`src/core/lpzq_pkg.sv`:
```
// Purpose: shared types and constants for the power-down and impedance
//          calibration tracker of a low-power DDR memory device.
// Assumes: core clock mclk_i at 25 MHz samples the slower link clock.
// Notes:   calibration periods are module parameters, given in ns.
package lpzq_pkg;

  localparam int          CLK_MHZ     = 25;     // core clock rate
  localparam int          CA_W        = 10;     // command/address width
  localparam int          SYNC_W      = CA_W + 4;
  localparam int          CNT_W       = 20;     // calibration counter width
  localparam logic [7:0]  CAL_MR_ADDR = 8'h0A;  // calibration mode register
  localparam logic [3:0]  MODE_WR_CODE = 4'h0;  // ca[3:0] of a mode write
  localparam logic [CNT_W-1:0] CNT_RST = 20'h00000;

  // power-down classification
  typedef enum logic [1:0] {
    PD_NONE   = 2'b00,
    PD_IDLE   = 2'b01,
    PD_ACTIVE = 2'b10
  } lpzq_pd_t;

  // calibration kind in progress
  typedef enum logic [1:0] {
    CAL_NONE  = 2'b00,
    CAL_INIT  = 2'b01,
    CAL_LONG  = 2'b10,
    CAL_SHORT = 2'b11
  } lpzq_cal_t;

  // pins from the controller side
  typedef struct packed {
    logic            cke;
    logic            cs_n;
    logic [CA_W-1:0] ca;
  } lpzq_pins_t;

  // status shown to the rest of the device
  typedef struct packed {
    lpzq_pd_t  pd_mode;      // power-down state and its class
    logic      io_buf_en;    // input/output buffers enabled
    logic      refresh_hold; // internal refresh suspended
    lpzq_cal_t cal_kind;     // calibration running
    logic      imp_default;  // impedance at default settings
    logic      cal_done;     // one-cycle pulse at end of calibration
    logic      cal_ignored;  // one-cycle pulse: command dropped
  } lpzq_stat_t;

  // whole state of the core
  typedef struct packed {
    logic            ck_prev;
    logic            cke_prev;
    logic            wr_half;    // first half of a mode write seen
    logic [CA_W-1:0] ca_rise;
    logic [CNT_W-1:0] cal_cnt;
    logic            tied;       // reference pin strapped to supply
    logic            tied_valid;
    lpzq_stat_t      stat;
  } lpzq_state_t;

endpackage : lpzq_pkg

```
`src/core/lpzq_core.sv`:
```
// Purpose: power-down entry/exit and impedance calibration command
//          handling inside a low-power DDR memory device.
// Assumes: link clock, clock enable, chip select and command pins are
//          asynchronous to mclk_i and are resynchronised here.
// Notes:   the controller keeps its own timing; this block only reacts.
//
// Notes on behaviour
// - calibration accepted only with all banks precharged
// - strapped reference pin: ignore calibration commands
// - enter power-down: enable low, select high
// - power-down classed idle or active at entry
// - power-down disables buffers except clock, enable
// - no refresh while powered down
// - leave power-down when enable sampled high
module lpzq_core
  import lpzq_pkg::*;
#(
  parameter int         INIT_CAL_NS  = 1000, // initial calibration period
  parameter int         LONG_CAL_NS  = 360,  // long calibration period
  parameter int         SHORT_CAL_NS = 90,   // short calibration period
  parameter logic [7:0] OP_INIT    = 8'h01, // calibration opcodes
  parameter logic [7:0] OP_LONG    = 8'h02,
  parameter logic [7:0] OP_SHORT   = 8'h03,
  parameter logic [7:0] OP_RESET   = 8'h04
) (
  input  wire logic       mclk_i,
  input  wire logic       reset_i,
  input  wire logic       link_ck_i,     // controller clock pin
  input  wire lpzq_pins_t pins_i,        // enable, select, command
  input  wire logic       ref_tied_i,    // reference pin tied to supply
  input  wire logic       banks_open_i,  // any row open, same clock
  output lpzq_stat_t      stat_o
);

  // least times round up to whole core cycles
  localparam int INIT_CYC  = (INIT_CAL_NS * CLK_MHZ + 999) / 1000;
  localparam int LONG_CYC  = (LONG_CAL_NS * CLK_MHZ + 999) / 1000;
  localparam int SHORT_CYC = (SHORT_CAL_NS * CLK_MHZ + 999) / 1000;

  // period length in core cycles for one calibration kind
  function automatic logic [CNT_W-1:0] cal_len(input lpzq_cal_t k);
    unique case (k)
      CAL_INIT:  cal_len = CNT_W'(INIT_CYC);
      CAL_LONG:  cal_len = CNT_W'(LONG_CYC);
      CAL_SHORT: cal_len = CNT_W'(SHORT_CYC);
      CAL_NONE:  cal_len = CNT_RST;
    endcase
  endfunction : cal_len

  logic [SYNC_W-1:0] sync_w;
  logic              ck_s;
  logic              ref_tied_s;
  lpzq_pins_t        pins_s;
  lpzq_state_t       st_q;
  lpzq_state_t       st_d;

  lpzq_sync #(
    .W (SYNC_W)
  ) u_sync (
    .mclk_i  (mclk_i),
    .reset_i (reset_i),
    .async_i ({link_ck_i, ref_tied_i, pins_i}),
    .sync_o  (sync_w)
  );

  assign ck_s      = sync_w[SYNC_W-1];
  assign ref_tied_s = sync_w[SYNC_W-2];
  assign pins_s    = sync_w[SYNC_W-3:0];

  // next-state logic: edges of the sampled link clock act as its edges
  always_comb begin
    logic       rise;
    logic       fall;
    logic [7:0] ma;
    logic [7:0] op;
    lpzq_cal_t  kind;
    rise = 1'b0;
    fall = 1'b0;
    ma   = 8'h00;
    op   = 8'h00;
    kind = CAL_NONE;
    st_d = st_q;
    rise = ck_s && !st_q.ck_prev;
    fall = !ck_s && st_q.ck_prev;
    st_d.ck_prev          = ck_s;
    st_d.stat.cal_done    = 1'b0;
    st_d.stat.cal_ignored = 1'b0;

    // strap followed every cycle: a one-shot capture would take the
    // synchroniser's reset zero, not the pin
    st_d.tied       = ref_tied_s;
    st_d.tied_valid = 1'b1;

    // calibration timer; a running one ends on its own count
    if (st_q.stat.cal_kind != CAL_NONE) begin
      if (st_q.cal_cnt <= CNT_W'(1)) begin
        st_d.stat.cal_kind   = CAL_NONE;
        st_d.stat.cal_done   = 1'b1;
        st_d.stat.imp_default = 1'b0;
        st_d.cal_cnt         = CNT_RST;
      end else begin
        st_d.cal_cnt = st_q.cal_cnt - CNT_W'(1);
      end
    end

    if (rise) begin
      st_d.cke_prev = pins_s.cke;
      st_d.wr_half  = 1'b0;
      if (st_q.stat.pd_mode != PD_NONE) begin
        if (pins_s.cke) begin
          st_d.stat.pd_mode      = PD_NONE;
          st_d.stat.io_buf_en    = 1'b1;
          st_d.stat.refresh_hold = 1'b0;
        end
      end else if (st_q.cke_prev && !pins_s.cke && pins_s.cs_n) begin
        st_d.stat.pd_mode = banks_open_i ? PD_ACTIVE : PD_IDLE;
        st_d.stat.io_buf_en    = 1'b0;
        st_d.stat.refresh_hold = 1'b1;
      end else if (pins_s.cke && !pins_s.cs_n
                   && pins_s.ca[3:0] == MODE_WR_CODE) begin
        st_d.wr_half  = 1'b1;  // wait for second half on falling edge
        st_d.ca_rise  = pins_s.ca;
      end
    end

    // second half of a mode write completes the command
    if (fall && st_q.wr_half && st_q.stat.pd_mode == PD_NONE) begin
      st_d.wr_half  = 1'b0;
      ma = {pins_s.ca[1:0], st_q.ca_rise[9:4]};
      op = pins_s.ca[9:2];
      if (ma == CAL_MR_ADDR) begin
        if (op == OP_INIT) begin
          kind = CAL_INIT;
        end else if (op == OP_LONG) begin
          kind = CAL_LONG;
        end else if (op == OP_SHORT) begin
          kind = CAL_SHORT;
        end
        if (st_q.tied || !st_q.tied_valid) begin
          st_d.stat.cal_ignored = 1'b1;
        end else if (banks_open_i || st_q.stat.cal_kind != CAL_NONE) begin
          st_d.stat.cal_ignored = 1'b1;
        end else if (op == OP_RESET) begin
          // reset takes effect with no period
          st_d.stat.imp_default = 1'b1;
        end else if (kind != CAL_NONE) begin
          st_d.stat.cal_kind = kind;
          st_d.cal_cnt       = cal_len(kind);
        end else begin
          st_d.stat.cal_ignored = 1'b1;  // unknown opcode
        end
      end
    end
  end

  // single state register; reset loads constants only
  always_ff @(posedge mclk_i or posedge reset_i) begin
    if (reset_i) begin
      st_q                   <= '0;
      st_q.stat.pd_mode      <= PD_NONE;
      st_q.stat.cal_kind     <= CAL_NONE;
      st_q.stat.io_buf_en    <= 1'b1;
      st_q.stat.imp_default  <= 1'b1;
      st_q.cal_cnt           <= CNT_RST;
    end else begin
      st_q <= st_d;
    end
  end

  assign stat_o = st_q.stat;  // straight from the state flops

endmodule : lpzq_core

```
`src/core/lpzq_sync.sv`:
```
// Purpose: two-stage synchroniser for pins from outside the clock domain.
// Assumes: each bit is sampled independently; skew between bits is
//          absorbed because the link clock is far slower than mclk_i.
// Notes:   stage one feeds stage two only.
module lpzq_sync #(
  parameter int W = 8
) (
  input  wire logic         mclk_i,
  input  wire logic         reset_i,
  input  wire logic [W-1:0] async_i,
  output logic      [W-1:0] sync_o
);

  logic [W-1:0] meta_q;
  logic [W-1:0] sync_q;

  // two flops in series, only the second reads the first
  always_ff @(posedge mclk_i or posedge reset_i) begin
    if (reset_i) begin
      meta_q <= '0;
      sync_q <= '0;
    end else begin
      meta_q <= async_i;
      sync_q <= meta_q;
    end
  end

  assign sync_o = sync_q;

endmodule : lpzq_sync

```
`config.mk`:
```
export PLATFORM = sky130hd
export DESIGN_NAME = lpzq_core
export DESIGN_NICKNAME = d
export VERILOG_FILES = /design/src/core/lpzq_pkg.sv /design/src/core/lpzq_core.sv /design/src/core/lpzq_sync.sv
export SDC_FILE = /design/constraint.sdc
export NUM_CORES = 1
export LEC_CHECK = 0
export BUFFER_PORTS_ARGS = -buffer_cell sky130_fd_sc_hd__buf_2
export CAP_MARGIN = 20
export CORE_MARGIN = 3
export CORE_UTILIZATION = 40
export DETAILED_ROUTE_END_ITERATION = 10
export GPL_TIMING_DRIVEN = 0
export SYNTH_ARGS = -nofsm -noshare
export SYNTH_HDL_FRONTEND = slang
export SYNTH_SLANG_ARGS = --single-unit
```
`constraint.sdc`:
```
create_clock -name mclk_i -period 2.8 [get_ports mclk_i]
set_input_delay 0.14 -clock mclk_i [delete_from_list [all_inputs] [get_ports mclk_i]]
set_output_delay 0.14 -clock mclk_i [all_outputs]
set_load 0.005 [all_outputs]
```
==> results of run 1 <==
## through the flow
stage | utilization, % | power (mW) | hold slack (ns)
after floorplan | - | 1.14 | 0.171
after global placement | 45.5 | 1.18 | 0.248
after detailed placement | 45.5 | 1.18 | 0.249
after CTS | 51.1 | 2.03 | 0.0140
after global routing | 51.3 | 2.10 | 0.0105
final | 51.3 | 2.00 | 0.0309
## sequential cells by signal, summed over array words and instances, names as in the netlist
name	count
stat_o	9
st_q	31
u_sync.sync_o	14
u_sync.meta_q	14
## cell type report
cell class / instances / area [µm²] / area share [%]
flip-flops and latches: 68 / 1700 / 51.5
multi-input cells: 145 / 912 / 27.6
repair buffers: 40 / 275 / 8.31
clock buffers: 11 / 151 / 4.57
well taps: 77 / 96.3 / 2.91
plain buffers: 11 / 83.8 / 2.53
clock inverters: 5 / 58.8 / 1.78
inverters: 7 / 28.8 / 0.869
## cells in the mapped netlist
cell type,n
nand3_1,3
nand2b_1,3
xnor2_1,11
or3b_1,1
ha_1,5
o21ai_4,1
xor2_1,5
and3b_1,1
a31oi_1,1
a311o_1,1
buf_2,1
o21ai_0,12
buf_4,9
nand4_1,4
nor4_2,2
mux2_2,6
dfrtp_1,66
a21oi_1,3
dfstp_2,2
or3_1,2
nand2_1,20
conb_1,1
and2b_1,1
nor2b_1,2
nor4bb_1,2
inv_1,7
a211oi_1,1
or4_1,3
nand4b_1,1
and2_1,1
nor4b_1,2
nor4_1,5
a21boi_0,1
o21a_1,1
a22oi_1,1
nor3_1,6
nor4b_2,1
nor2_1,35
buf_6,1
## worst max-delay path: stages (launching register included)
cell and delay [ns]:
dfrtp_1 0.41, nor3_2 0.20, and3b_1 0.23, nand2_1 0.13
ha_1 0.23, or4_1 0.49, a311o_2 0.45, or3_1 0.33
o21ai_0 0.10
## cells in the final DEF, fill, tap and decap left out, drive strengths merged, types with 2 or more instances in the layout
master and n:
nand2 20, xor2 5, or4 3, nor4 7, buf 36, ha 5
nor2 35, o21ai 13, a21oi 3, nand4 4, nor3 6, dfstp 2
xnor2 11, clkbuf 11, nand2b 3, mux2 6, nor4bb 2, inv 8
or3 2, clkinvlp 2, nor2b 2, dfrtp 66, dlygate4sd3 15, nand3 3
nor4b 3
## repair_timing
action                                  CTS  global route
endpoints found under the setup margin    0            12
gates resized for setup                   0             3
hold endpoints to repair                 80             0
hold buffers                             15             0
setup buffers                             0             0
## how the worst max path moves through the flow
| stage | from | endpoint |
|---|---|---|
| floorplan | u_sync.sync_o[7] | st_q[15] |
| global placement | u_sync.sync_o[7] | st_q[24] |
| detailed placement | u_sync.sync_o[7] | st_q[26] |
| CTS | u_sync.sync_o[7] | st_q[26] |
| global route | u_sync.sync_o[7] | st_q[26] |
| finish | u_sync.sync_o[7] | st_q[15] |
## power by group
part	switching, mW	internal [mW]
clock network	0.365	0.461
registers	0.0236	1.03
logic	0.0520	0.0661
## routing by layer
layer	vias to the layer above	part of all wire [%]	GRT usage, %
li1	878	-	-
met1	847	50	18.9
met2	29	43	19.0
met3	11	4.2	5.03
met4	0	2.5	7.69
met5	-	0	0
## kinds of logic after synthesis
group	count (synthesis)	share of synthesized area, %
xor gates and xnor gates	16	5.16
other	1	0.138
muxes	6	2.49
buffers and inverters	18	4.05
and+or+nand+nor	95	18.1
AOI/OAI and AO/OA	22	5.07
DFF	68	62.7
adders and majority gates	5	2.30
==> impl_results.md, run 1 <==
* Status: finished, final reports clean
* Fillcell total at 594
* Reg2reg setup slack at 0.15 ns
* Final wirelength at 4.67 mm
* Synth warn at 0
* Syn_nets at 253
* LEAKAGE at 1.63 nW
* I/O Pins at 26
* VDD IR-drop max at 0.000335 V
* Crit path DAT at 2.90 ns
* Worst endpoint required time at 3.05 ns
* H-tree depth at 3
* Critical path capture point type: flop
* DP Area at 2940 µm²
* # Max-Cap Violations at 0
* Worst Skew at 0.0100 ns
* Drt wl/cell at 12.8 µm
* First-pass GRT wire length at 7.96 mm
* DIE WIDTH at 88.4 µm
* Largest net degree at the start of global routing at 69
* Yosys cell types at 39
* Hold crit path type: in2reg
* Antenna Nets Post-Route at 0
* Num CTS Buffers at 9
* Slew Limit Headroom at 47.2%
* Largest area contributor in the netlist: dfrtp_1
* TNS Setup at 0 ns
* Number of global-route vias before repair at 1723
* Via count at 1765
* Initial antenna violation count at 0
* Hpwl dp at 3.06 mm
* Critical path launch point type: flop
* CTS Buffer Depth at 2
* PortBufs at 25
* Power density cells at 604 nW/µm²
* Yosys top cell area share at 60.8%
* Final Instance Count excl. Fillers at 364
* Seq cells post-synth at 68
* Clock Sinks at 68
* Worst reg2reg path startpoint: u_sync.sync_o[7]
* Core ar. at 6460 µm²
* Reg clk slew, reported paths at 0.08 ns
* Die height at 88.4 µm
* Slew Limit Fails at 0
* Ratio of cells with drive above 1 in the final layout at 23.7%
* DRT Pass-1 Iters at 4
* GP Congestion at 0.758
* Final Instance Area at 3310 µm²
* Worst setup path class: reg2reg
* Critical R2R Capture: st_q[15]
* Post-route clock period utilization at 94.6%
* Mapped Cells at 231
* Hold path depth at 2
* CTS tree: built
* Mapped Area at 2720 µm²
* Detailed Route Iter0 Violations at 88
* Layout overhead on the synthesized area at 21.8%
* Top cells by area, synth: dfrtp_1 (61%), nor2_1 (4.8%), xnor2_1 (3.5%)
* Ant. Diodes at 0
* Highest clock rate at 377 MHz
* Worst slew pin tran at 0.792 ns
* R2R cell count at 8
* Post-route minimum period at 2.65 ns
* Hold Path Origin: banks_open_i
* Mapped Avg Cell Area at 11.8 µm²
* # DRC at 0
* Setup slack after layout at 0.150 ns
* Worst skew pair latency at 0.34 ns
* All-Layer GR Usage at 13.8%
* Cell row count at 29
* RSZ-0062 raised after global routing: false
* Max FO, Critical Path at 6
* Final setup viols at 0
* Hold Vio Cnt, Final at 0
* Seq/Total Area, Yosys at 62.7%
* Dpl cells at 333
* DIE AREA at 7820 µm²
* Starting Density at 42.1%
* Fin nets at 304
* CTS root buf: clkbuf_8
* Vias/cell at 4.85
* Total grt overflow at 0
* WHS Endpoint: stat_o[7]
* DP Worst Slack at 0.109 ns
Note: power is estimated with default switching activity, not from simulation.
==> run 2: changes to the inputs <==
--- a/config.mk
+++ b/config.mk
@@ -11,6 +11,8 @@
 export CORE_UTILIZATION = 40
 export DETAILED_ROUTE_END_ITERATION = 10
 export GPL_TIMING_DRIVEN = 0
+export MAX_ROUTING_LAYER = met4
+export PLACE_DENSITY_LB_ADDON = 0.2
 export SYNTH_ARGS = -nofsm -noshare
 export SYNTH_HDL_FRONTEND = slang
 export SYNTH_SLANG_ARGS = --single-unit
==> run 2 against run 1 <==
Cell count did not move; maximum frequency up 0.66%; worst setup slack better by 0.017 ns; first-iteration DRC count shrank 6.8%; clock power up 22%; sequential share of layout area is 0.69 points lower; die area unchanged; clock skew fell by 0.0051 ns; sequential power about the same; largest power group unchanged.
==> impl_results.md, run 2 (synthesized netlist as in run 1, its figures left out) <==
* Post-route core utilization at 52.0%
* Final wirelength at 4.59 mm
* Reg2reg setup slack at 0.17 ns
* Fillcell total at 575
* Fin nets at 304
* Setup repair bufs after CTS at 0
* Worst setup path class: reg2reg
* Hold path depth at 2
* Largest register FFs at 31
* Commonest non-fill, non-tap cell in the layout: dfrtp_1
* Hold crit path type: in2reg
* WHS Endpoint: stat_o[7]
* Dpl cells at 333
* Worst slew pin tran at 0.817 ns
* Clock Sinks at 68
* Num CTS Buffers at 9
* CTS tree: built
* Final Instance Area at 3360 µm²
* DRT Pass-1 Iters at 4
* Reg clk slew, reported paths at 0.07 ns
* Hpwl dp at 2.98 mm
* Worst reg2reg path startpoint: u_sync.sync_o[7]
* Total chip power at 2.18 mW
* Total grt overflow at 0
* Number of global-route vias before repair at 1715
* Slew Limit Headroom at 45.6%
* VDD IR-drop max at 0.000402 V
* R2R cell count at 9
* Ant. Diodes at 0
* TNS Setup at 0 ns
* Antenna Nets Post-Route at 0
* Highest clock rate at 380 MHz
* Power density cells at 651 nW/µm²
* Largest net degree at the start of global routing at 69
* Post-route minimum period at 2.63 ns
* LEAKAGE at 1.66 nW
* Status: finished, final reports clean
* GP Congestion at 0.790
* Hold Path Origin: banks_open_i
* Critical path launch point type: flop
* Max FO, Critical Path at 10
* Crit path DAT at 2.86 ns
* Worst endpoint required time at 3.03 ns
* Hold Vio Cnt, Final at 0
* # Max-Cap Violations at 0
* All-Layer GR Usage at 14.4%
* First-pass GRT wire length at 8.16 mm
* Via count at 1725
* PortBufs at 25
* CTS root buf: clkbuf_8
* Ratio of cells with drive above 1 in the final layout at 23.3%
* Worst skew pair latency at 0.34 ns
* DIE WIDTH at 88.4 µm
* Vias/cell at 4.74
* DP Area at 2940 µm²
* Layout overhead on the synthesized area at 23.5%
* Detailed Route Iter0 Violations at 82
* Die height at 88.4 µm
* Slew Limit Fails at 0
* Initial antenna violation count at 0
* DIE AREA at 7820 µm²
* Critical R2R Capture: st_q[24]
* Core ar. at 6460 µm²
* Cell row count at 29
* # DRC at 0
* Post-route clock period utilization at 94.0%
* Starting Density at 42.1%
* I/O Pins at 26
* CTS Buffer Depth at 2
* Largest reg by FF count: st_q
* Final setup viols at 0
* Worst Skew at 0.00493 ns
* RSZ-0062 raised after global routing: false
* Final Instance Count excl. Fillers at 364
* Critical path capture point type: flop
* H-tree depth at 3
* Most frequent cells in the layout: dfrtp_1 (66), nor2_1 (35), buf_2 (26)
* Drt wl/cell at 12.6 µm
[run 2: metrics by stage]
| stage | worst slack, ns | hold WS [ns] |
|---|---|---|
| after floorplan | 0.400 | 0.171 |
| after global placement | 0.102 | 0.247 |
| after detailed placement | 0.113 | 0.249 |
| after CTS | 0.0874 | 0.0393 |
| after global routing | 0.0143 | 0.0392 |
| final | 0.168 | 0.0577 |
[run 2: how the worst max path moves through the flow]
stage | startpoint | endpoint | cells past startpoint
floorplan | u_sync.sync_o[7] | st_q[15] | 8
global placement | u_sync.sync_o[7] | st_q[24] | 9
detailed placement | u_sync.sync_o[7] | st_q[24] | 9
CTS | u_sync.sync_o[7] | st_q[24] | 9
global route | u_sync.sync_o[7] | st_q[26] | 9
finish | u_sync.sync_o[7] | st_q[24] | 9
[run 2: power breakdown]
part,total (mW),internal [mW],switching (mW)
clock network,1.01,0.643,0.368
registers,1.06,1.03,0.0231
logic,0.118,0.0661,0.0522
[run 2: critical path, stage by stage (launching register included)]
cell and delay [ns]:
dfrtp_1 0.41, nor3_2 0.20, and3b_1 0.20, nand2_1 0.14, ha_1 0.26, or4_1 0.47, a311o_2 0.44, o21ai_4 0.16
buf_6 0.19, nor2_1 0.06
[run 2: area by class of cell]
| type | instances | area [µm²] | share of cell area (%) |
|---|---|---|---|
| Multi-Input combinational cell | 145 | 910 | 27.1 |
| Timing Repair Buffer | 40 | 275 | 8.20 |
| Sequential cell | 68 | 1700 | 50.8 |
| Clock inverter | 5 | 106 | 3.17 |
| Clock buffer | 11 | 151 | 4.51 |
| Inverter | 7 | 28.8 | 0.858 |
| Buffer | 11 | 83.8 | 2.50 |
| Tap cell | 77 | 96.3 | 2.87 |
[run 2: layer usage]
layer / wire [µm] / share of wire (%) / track usage [%]
met1: 2440 / 53 / 20.1
met2: 1850 / 40 / 18.3
met3: 205 / 4.5 / 5.03
met4: 101 / 2.2 / 7.01
met5: 0 / 0 / -
[run 2: timing repair]
action                     CTS  global route
hold buffers                15             0
gates resized for setup      0             2
setup endpoints to repair    0            11
hold endpoints to repair    80             0
